==> config.mk <==
export PLATFORM = sky130hd
export DESIGN_NAME = oversampling_average_filter
export DESIGN_NICKNAME = d
export VERILOG_FILES = /design/src/inc/avg_filter_pkg.sv /design/src/hw/sample_fifo.sv /design/src/hw/oversampling_average_filter.sv
export SDC_FILE = /design/constraint.sdc
export NUM_CORES = 1
export LEC_CHECK = 0
export BUFFER_PORTS_ARGS = -buffer_cell sky130_fd_sc_hd__buf_4
export CAP_MARGIN = 20
export CORE_MARGIN = 2
export CORE_UTILIZATION = 30
export CTS_BUF_LIST = sky130_fd_sc_hd__clkbuf_4 sky130_fd_sc_hd__clkbuf_8
export CTS_CLUSTER_DIAMETER = 80
export CTS_CLUSTER_SIZE = 40
export DETAILED_ROUTE_END_ITERATION = 6
export SETUP_SLACK_MARGIN = 0.15
export SLEW_MARGIN = 20
export SYNTH_ARGS = -nofsm -noshare
export SYNTH_HDL_FRONTEND = slang
export SYNTH_SLANG_ARGS = --single-unit
==> constraint.sdc <==
create_clock -name clock -period 12.3 [get_ports clock]
set_input_delay 1.845 -clock clock [delete_from_list [all_inputs] [get_ports clock]]
set_output_delay 1.845 -clock clock [all_outputs]
set_load 0.005 [all_outputs]
==> src/inc/avg_filter_pkg.sv <==
// constants, types and helpers for the oversampling average filter
// assumes a single 25 MHz clock domain and an asynchronous active-low reset
`default_nettype none

package avg_filter_pkg;

  // ---------------------------------------------------------------
  // sizes
  // ---------------------------------------------------------------
  localparam int unsigned CHANNELS   = 8;
  localparam int unsigned SAMPLE_W   = 18;
  localparam int unsigned OS_W       = 3;
  localparam int unsigned SHIFT_MAX  = 6;
  localparam int unsigned ACC_W      = SAMPLE_W + SHIFT_MAX;
  localparam int unsigned COUNT_W    = SHIFT_MAX + 1;
  localparam int unsigned FIFO_DEPTH = 16;
  localparam int unsigned TIMER_W    = 8;

  // ---------------------------------------------------------------
  // timing
  // ---------------------------------------------------------------
  localparam int unsigned CLOCK_PERIOD_NS   = 40;
  localparam int unsigned SAMPLE_PERIOD_NS  = 4000;
  localparam int unsigned SAMPLE_PERIOD_CYC = (SAMPLE_PERIOD_NS + CLOCK_PERIOD_NS - 1) / CLOCK_PERIOD_NS;
  localparam logic [TIMER_W-1:0] GAP_RELOAD = TIMER_W'(SAMPLE_PERIOD_CYC - 1);
  // host-side rate ceiling in kHz without oversampling, for reference only; the bench does not use it
  localparam int unsigned MAX_RATE_NO_OS_KHZ = 200;

  // ---------------------------------------------------------------
  // codes and reset values
  // ---------------------------------------------------------------
  localparam logic [OS_W-1:0] OS_INVALID     = 3'h7;
  localparam logic [OS_W-1:0] OS_RESET       = 3'h0;
  localparam logic [OS_W-1:0] SHIFT_RESET    = 3'h0;
  localparam logic [COUNT_W-1:0] COUNT_RESET = 7'h00;

  typedef enum {ST_IDLE, ST_STROBE, ST_GATHER, ST_DONE} seq_state_t;

  // invalid code falls back to no oversampling
  function automatic logic [OS_W-1:0] shift_of(input logic [OS_W-1:0] code);
    return (code == OS_INVALID) ? 3'h0 : code;
  endfunction

  function automatic logic [COUNT_W-1:0] ratio_of(input logic [OS_W-1:0] shift);
    return COUNT_W'(7'h01 << shift);
  endfunction

endpackage

`default_nettype wire

==> src/hw/sample_fifo.sv <==
// flip-flop fifo between the converter's channel words and the accumulator
// assumes push and pop come from logic on the same clock
`default_nettype none

module sample_fifo #(
  parameter int unsigned WIDTH = 18,
  parameter int unsigned DEPTH = 16
) (
  input  wire logic             clock,
  input  wire logic             arst_n,
  input  wire logic [WIDTH-1:0] in_data,
  input  wire logic             in_valid,
  output var  logic             in_ready,
  output var  logic [WIDTH-1:0] out_data,
  output var  logic             out_valid,
  input  wire logic             out_ready
);

  localparam int unsigned PTR_W = $clog2(DEPTH);
  localparam int unsigned CNT_W = $clog2(DEPTH + 1);
  localparam logic [CNT_W-1:0] FULL_COUNT = CNT_W'(DEPTH);
  localparam logic [PTR_W-1:0] LAST_PTR   = PTR_W'(DEPTH - 1);

  logic [WIDTH-1:0] mem_q [DEPTH];
  logic [PTR_W-1:0] wr_q;
  logic [PTR_W-1:0] rd_q;
  logic [CNT_W-1:0] count_q;
  logic [CNT_W-1:0] count_d;
  logic             in_ready_q;
  wire              push = in_valid && in_ready_q;
  wire              pop  = out_valid && out_ready;

  assign count_d   = count_q + CNT_W'(push) - CNT_W'(pop);
  assign in_ready  = in_ready_q;
  assign out_valid = (count_q != '0);
  assign out_data  = mem_q[rd_q];

  always_ff @(posedge clock) begin
    if (push) begin
      mem_q[wr_q] <= in_data;
    end
  end

  // ready is registered from the next count so the source sees a flop and every slot stays usable
  always_ff @(posedge clock or negedge arst_n) begin
    if (!arst_n) begin
      wr_q       <= '0;
      rd_q       <= '0;
      count_q    <= '0;
      in_ready_q <= 1'b0;
    end else begin
      wr_q       <= push ? ((wr_q == LAST_PTR) ? '0 : wr_q + PTR_W'(1)) : wr_q;
      rd_q       <= pop ? ((rd_q == LAST_PTR) ? '0 : rd_q + PTR_W'(1)) : rd_q;
      count_q    <= count_d;
      in_ready_q <= (count_d != FULL_COUNT);
    end
  end

endmodule

`default_nettype wire

==> src/hw/oversampling_average_filter.sv <==
// conversion sequencer and averaging filter for eight simultaneous channels
// assumes convert starts and ratio select arrive as asynchronous pins and
// channel words arrive in channel order after every sample strobe
`default_nettype none

module oversampling_average_filter #(
  parameter int unsigned CHANNELS   = avg_filter_pkg::CHANNELS,
  parameter int unsigned SAMPLE_W   = avg_filter_pkg::SAMPLE_W,
  parameter int unsigned FIFO_DEPTH = avg_filter_pkg::FIFO_DEPTH
) (
  input  wire logic                           clock,
  input  wire logic                           arst_n,
  input  wire logic                           convert_start_a,
  input  wire logic                           convert_start_b,
  input  wire logic [avg_filter_pkg::OS_W-1:0] oversample_select,
  input  wire logic [SAMPLE_W-1:0]            sample_data,
  input  wire logic                           sample_valid,
  output var  logic                           sample_ready,
  output var  logic                           sample_strobe,
  output var  logic                           busy,
  output var  logic [CHANNELS*SAMPLE_W-1:0]   result
);

  localparam int unsigned ACC_W   = SAMPLE_W + avg_filter_pkg::SHIFT_MAX;
  localparam int unsigned COUNT_W = avg_filter_pkg::COUNT_W;
  localparam int unsigned CH_W    = $clog2(CHANNELS);
  localparam logic [CH_W-1:0] LAST_CH = CH_W'(CHANNELS - 1);

  // ---------------------------------------------------------------
  // pin synchronisers
  // ---------------------------------------------------------------
  logic                            cs_a_meta_q, cs_a_sync_q, cs_a_prev_q;
  logic                            cs_b_meta_q, cs_b_sync_q, cs_b_prev_q;
  logic [avg_filter_pkg::OS_W-1:0] os_meta_q, os_sync_q;

  always_ff @(posedge clock or negedge arst_n) begin
    if (!arst_n) begin
      cs_a_meta_q <= 1'b0;
      cs_a_sync_q <= 1'b0;
      cs_a_prev_q <= 1'b0;
      cs_b_meta_q <= 1'b0;
      cs_b_sync_q <= 1'b0;
      cs_b_prev_q <= 1'b0;
      os_meta_q   <= avg_filter_pkg::OS_RESET;
      os_sync_q   <= avg_filter_pkg::OS_RESET;
    end else begin
      cs_a_meta_q <= convert_start_a;
      cs_a_sync_q <= cs_a_meta_q;
      cs_a_prev_q <= cs_a_sync_q;
      cs_b_meta_q <= convert_start_b;
      cs_b_sync_q <= cs_b_meta_q;
      cs_b_prev_q <= cs_b_sync_q;
      os_meta_q   <= oversample_select;
      os_sync_q   <= os_meta_q;
    end
  end

  // either input starts; with oversampling the host drives both alike
  wire start_edge = (cs_a_sync_q && !cs_a_prev_q) || (cs_b_sync_q && !cs_b_prev_q);

  // ---------------------------------------------------------------
  // channel word fifo
  // ---------------------------------------------------------------
  logic [SAMPLE_W-1:0] word_data;
  logic                word_valid;
  logic                word_ready;

  sample_fifo #(
    .WIDTH (SAMPLE_W),
    .DEPTH (FIFO_DEPTH)
  ) u_fifo (
    .clock     (clock),
    .arst_n    (arst_n),
    .in_data   (sample_data),
    .in_valid  (sample_valid),
    .in_ready  (sample_ready),
    .out_data  (word_data),
    .out_valid (word_valid),
    .out_ready (word_ready)
  );

  // ---------------------------------------------------------------
  // sequencer
  // ---------------------------------------------------------------
  avg_filter_pkg::seq_state_t      state_q;
  logic [avg_filter_pkg::OS_W-1:0] shift_q;
  logic [avg_filter_pkg::TIMER_W-1:0] gap_q;
  logic [CH_W-1:0]                 ch_q;
  logic [COUNT_W-1:0]              strobes_q;
  logic [COUNT_W-1:0]              taken_q;
  logic                            busy_q;
  logic                            strobe_q;
  logic signed [ACC_W-1:0]         acc_q [CHANNELS];
  logic [CHANNELS*SAMPLE_W-1:0]    result_q;

  wire [COUNT_W-1:0] target     = avg_filter_pkg::ratio_of(shift_q);
  wire               group_done = (taken_q == strobes_q);
  wire               in_gather  = (state_q == avg_filter_pkg::ST_GATHER);
  // words are held in the fifo until a strobe is outstanding
  assign word_ready = in_gather && !group_done;
  wire               take      = word_valid && word_ready;
  wire signed [ACC_W-1:0] word_ext = ACC_W'(signed'(word_data));

  always_ff @(posedge clock or negedge arst_n) begin
    if (!arst_n) begin
      state_q   <= avg_filter_pkg::ST_IDLE;
      shift_q   <= avg_filter_pkg::SHIFT_RESET;
      gap_q     <= '0;
      strobes_q <= avg_filter_pkg::COUNT_RESET;
      busy_q    <= 1'b0;
      strobe_q  <= 1'b0;
    end else begin
      strobe_q <= 1'b0;
      gap_q    <= (gap_q != '0) ? gap_q - 1'b1 : gap_q;
      unique case (state_q)
        avg_filter_pkg::ST_IDLE: begin
          if (start_edge) begin
            state_q   <= avg_filter_pkg::ST_STROBE;
            busy_q    <= 1'b1;
            strobes_q <= avg_filter_pkg::COUNT_RESET;
          end
        end
        avg_filter_pkg::ST_STROBE: begin
          strobe_q  <= 1'b1;
          strobes_q <= strobes_q + 1'b1;
          gap_q     <= avg_filter_pkg::GAP_RELOAD;
          state_q   <= avg_filter_pkg::ST_GATHER;
        end
        avg_filter_pkg::ST_GATHER: begin
          if (group_done && strobes_q == target) begin
            state_q <= avg_filter_pkg::ST_DONE;
          end else if (group_done && gap_q == '0) begin
            state_q <= avg_filter_pkg::ST_STROBE;
          end
        end
        avg_filter_pkg::ST_DONE: begin
          busy_q  <= 1'b0;
          shift_q <= avg_filter_pkg::shift_of(os_sync_q);
          state_q <= avg_filter_pkg::ST_IDLE;
        end
      endcase
    end
  end

  // ---------------------------------------------------------------
  // accumulation and averaging
  // ---------------------------------------------------------------
  // six guard bits hold a sum of 64 full-scale samples without overflow
  always_ff @(posedge clock or negedge arst_n) begin
    if (!arst_n) begin
      ch_q    <= '0;
      taken_q <= avg_filter_pkg::COUNT_RESET;
      for (int c = 0; c < CHANNELS; c++) begin
        acc_q[c] <= '0;
      end
    end else if (state_q == avg_filter_pkg::ST_IDLE) begin
      ch_q    <= '0;
      taken_q <= avg_filter_pkg::COUNT_RESET;
      for (int c = 0; c < CHANNELS; c++) begin
        acc_q[c] <= '0;
      end
    end else if (take) begin
      acc_q[ch_q] <= acc_q[ch_q] + word_ext;
      ch_q        <= (ch_q == LAST_CH) ? '0 : ch_q + 1'b1;
      taken_q     <= (ch_q == LAST_CH) ? taken_q + 1'b1 : taken_q;
    end
  end

  logic [CHANNELS*SAMPLE_W-1:0] mean_w;

  for (genvar c = 0; c < CHANNELS; c++) begin : g_mean
    wire signed [ACC_W-1:0] shifted = acc_q[c] >>> shift_q;
    assign mean_w[c*SAMPLE_W +: SAMPLE_W] = shifted[SAMPLE_W-1:0];
  end

  // results only move on the busy fall, so reads while busy see the previous set
  always_ff @(posedge clock or negedge arst_n) begin
    if (!arst_n) begin
      result_q <= '0;
    end else if (state_q == avg_filter_pkg::ST_DONE) begin
      result_q <= mean_w;
    end
  end

  assign sample_strobe = strobe_q;
  assign busy          = busy_q;
  assign result        = result_q;
endmodule

`default_nettype wire

==> run_results.csv <==
group,metric,value,unit
run_status,outcome,"finished with violations",
run_status,violations,"DRC",
logic_synthesis,synth_top_area_cell,"dfrtp_1",
setup_path,crit_path_cell_trace,"buf_4, and2_1, a221oi_1, a22oi_1, nand2_1, ha_1, fa_1, a21o_1, a311o_1, a211oi_2, nor2_1, xnor2_1, o21ai_0",
cts,post_cts_resized,0,
finish,finalNonFillerCells,4496,
global_routing,grt_pass1_wl,151,mm
power,p_leak,14.3,nW
timing,rsz0062_at_grt,"no",
routing,via_per_inst,5.34,
finish,regArea,18500,µm²
die,die_h,342,µm
setup_path,r2r-end,"acc_q[134]$_DFFE_PN0P_",
cts,numCtsBuffers,38,
finish,multi_input_area,14800,µm²
cts,clockBufferDepth,3,
logic_synthesis,yosysMostFrequentCell,"mux2i_1",
die,row_count,123,
die,dieWidth,342,µm
logic_synthesis,netlist_area,34200,µm²
setup_path,rrSetupSlack,7240,ps
setup_path,worst_path_dominant_cell_family,"compound AO/OA/AOI/OAI gates",
power,power.density,209,nW/µm²
finish,area_growth_syn_to_layout,11.2,%
setup_path,crit_buf_inv,1,
global_routing,grt_max_degree,225,
setup_path,cp.arrival,5650,ps
setup_path,r2r_start,"u_fifo.rd_q[1]$_DFFE_PN0P_",
logic_synthesis,ys.flop_type,"dfrtp_1",
global_routing,grt_pass1_vias,22900,
timing,slew_headroom,23.0,%
cts,cts_tree,"built",
finish,fin_nets,3030,
routing,dr_total_vias,24000,
logic_synthesis,syn_nets,3008,
logic_synthesis,synthTopCellsByArea,"dfrtp_1 (29%), edfxtp_1 (25%), mux2i_1 (12%)",
logic_synthesis,avgSynthCellArea,11.6,µm²
routing,avgRoutedWirePerCell,22.7,µm
timing,finalCritPeriodShare,41.1,%
setup_path,start_kind,"flip-flop",
placement,dp_cells,4423,
timing,fin_crit,5060,ps
power,combPwrFrac,47.3,%
global_routing,grt-ovfl-total,0,
logic_synthesis,yosys_warnings,0,
routing,drtIter0Drc,2395,
placement,hpwl,70.5,mm
logic_synthesis,seq_area_frac_synth,54.1,%
die,initial_core_util,30.4,%
power,p_int,4.28,mW
routing,ant_nets,0,
logic_synthesis,async_flop_share,57.8,%
cts,clk_pin_slew,170,ps
setup_path,cp.depth,13,
power,ir_drop,0.140,mV
global_routing,grt.total_usage,17.0,%
power,p_switching,3.69,mW
setup_path,setup.worst_path.end,"acc_q[134]$_DFFE_PN0P_",
cts,post_cts_buffers,0,
logic_synthesis,syn_inst,2941,
setup_path,end_kind,"flip-flop",
setup_path,reg2regPathDepth,13,
cts,hold_buffers,0,
power,swShare,46.3,%
timing,holdWs,321,ps
global_routing,antenna_found_initial,5,
die,die_area,117000,µm²
setup_path,crit_path_top_delay_cell,"and2_1",
timing,final_max_slew_viol_count,0,
setup_path,slowest_delay,850,ps
timing,skew,135,ps
power,pwr-share-seq,36.6,%
timing,worst_pin_slew,1150,ps
cts,cts_max_level,2,
routing,drcViolationCount,1,
setup_path,required,12890,ps
timing,setup-tns-final,0,ps
timing,hold_viol,0,
die,coreArea,113000,µm²
logic_synthesis,synthTopCellsByCount,"mux2i_1 (426), dfrtp_1 (394), edfxtp_1 (288), nand2_1 (271), nand3_1 (222)",
logic_synthesis,yosys_register_bits,682,
timing,setup_viol_count_final,0,
placement,port_buffers,172,
cts,clk_latency,790,ps
finish,layout-drive-gt1-share,14.6,%
logic_synthesis,yosys.cell_types.count,70,
job,cap_viol_max_count,0,
setup_path,crit_path_start,"u_fifo.rd_q[1]$_DFFE_PN0P_",
setup_path,crit_type,"reg -> reg",
routing,drt_wl_total,102,mm
min_path,holdCritPathClass,"reg -> reg",
setup_path,cp_max_fo,45,
placement,globalplace.congestion,0.952,
cts,clock-root-buffer,"clkbuf_8",
logic_synthesis,synth_top_cell_area_share,28.8,%
cts,cts.sinks,682,
logic_synthesis,synth_edf_count,288,
power,p_clk_share,16.2,%
routing,first_pass_iters,7,
die,io_pins,173,
finish,n_fill_cell,11300,
timing,fmax,0.198,GHz
-- worst min path at each step --
stage,cells after the start,slack [ps],start,to
after floorplan,0,330,cs_a_meta_q$_DFF_PN0_,cs_a_sync_q$_DFF_PN0_
after global placement,0,340,os_meta_q[1]$_DFF_PN0_,os_sync_q[1]$_DFF_PN0_
after detailed placement,0,340,os_meta_q[1]$_DFF_PN0_,os_sync_q[1]$_DFF_PN0_
after CTS,0,340,os_meta_q[0]$_DFF_PN0_,os_sync_q[0]$_DFF_PN0_
after global routing,0,380,os_meta_q[0]$_DFF_PN0_,os_sync_q[0]$_DFF_PN0_
final,0,320,os_meta_q[0]$_DFF_PN0_,os_sync_q[0]$_DFF_PN0_
-- cell families after synthesis --
logic type | after synthesis | share of synthesized area (%)
simple gates | 697 | 9.57
compound gates | 685 | 11.9
flops | 682 | 54.1
mux | 529 | 18.7
buf+inv | 265 | 3.08
xor+xnor | 42 | 1.13
fa+ha+maj | 41 | 1.54
-- layout by cell type, fill, tap and decap left out, types with 10 or more instances in the layout --
cell type  count
a211oi_1      19
a21o_1        11
a21oi_1       84
a221oi_1      18
a22oi_1      109
and3_1        11
buf_4        220
clkbuf_8      40
dfrtp_1      389
edfxtp_1     288
ha_1          39
inv_1         19
mux2_2        15
mux2i_1      426
mux4_2        88
nand2_1      270
nand3_1      222
nand4_1       29
nor2_1        57
nor2_2        10
nor2b_1       23
nor3_1        16
o211ai_1      29
o21ai_0      209
o21ai_1      163
xnor2_1       30
-- through the flow --
stage	area [µm²]	setup slack (ps)	total power [mW]	util (%)
after floorplan	34200	8100	5.35	-
after global placement	37000	7380	6.66	32.8
after detailed placement	37000	7290	6.69	32.8
after CTS	38100	7250	7.97	33.7
after global routing	38100	6830	8.39	33.7
final	38100	7240	7.97	33.8
-- final cells by class --
class | count | share of cell area (%)
Sequential cell | 682 | 48.7
Multi-Input combinational cell | 1994 | 38.8
Tap cell | 1500 | 4.93
Timing Repair Buffer | 226 | 4.60
Clock buffer | 42 | 1.49
Clock inverter | 28 | 1.31
Inverter | 21 | 0.207
Antenna cell | 3 | 0.0197
-- power by group through the flow --
stage / Combinational [mW] / Sequential [mW] / Clock (mW)
after floorplan: 2.55 / 2.80 / 0
after global placement: 3.70 / 2.96 / 0
after detailed placement: 3.73 / 2.97 / 0
after CTS: 3.73 / 2.92 / 1.33
after global routing: 4.04 / 2.95 / 1.40
final: 3.77 / 2.92 / 1.29
-- flip-flops by register name, summed over array words and instances (netlist names), 4 cells and up --
| signal | flops |
|---|---|
| u_fifo.mem_q | 288 |
| gap_q | 8 |
| result | 144 |
| acc_q | 192 |
| strobes_q | 7 |
| u_fifo.rd_q | 4 |
| taken_q | 7 |
| u_fifo.count_q | 5 |
| u_fifo.wr_q | 4 |
-- metal layers --
metal  routed length, µm  vias up  GRT usage [%]
li1                    -    11100              -
met4                5500        6           8.41
met3                6330      201           2.77
met2               48200      821           27.7
met1               42000    11900           21.9
met5                  41        -              0
Power figures use the tool's default switching activity.
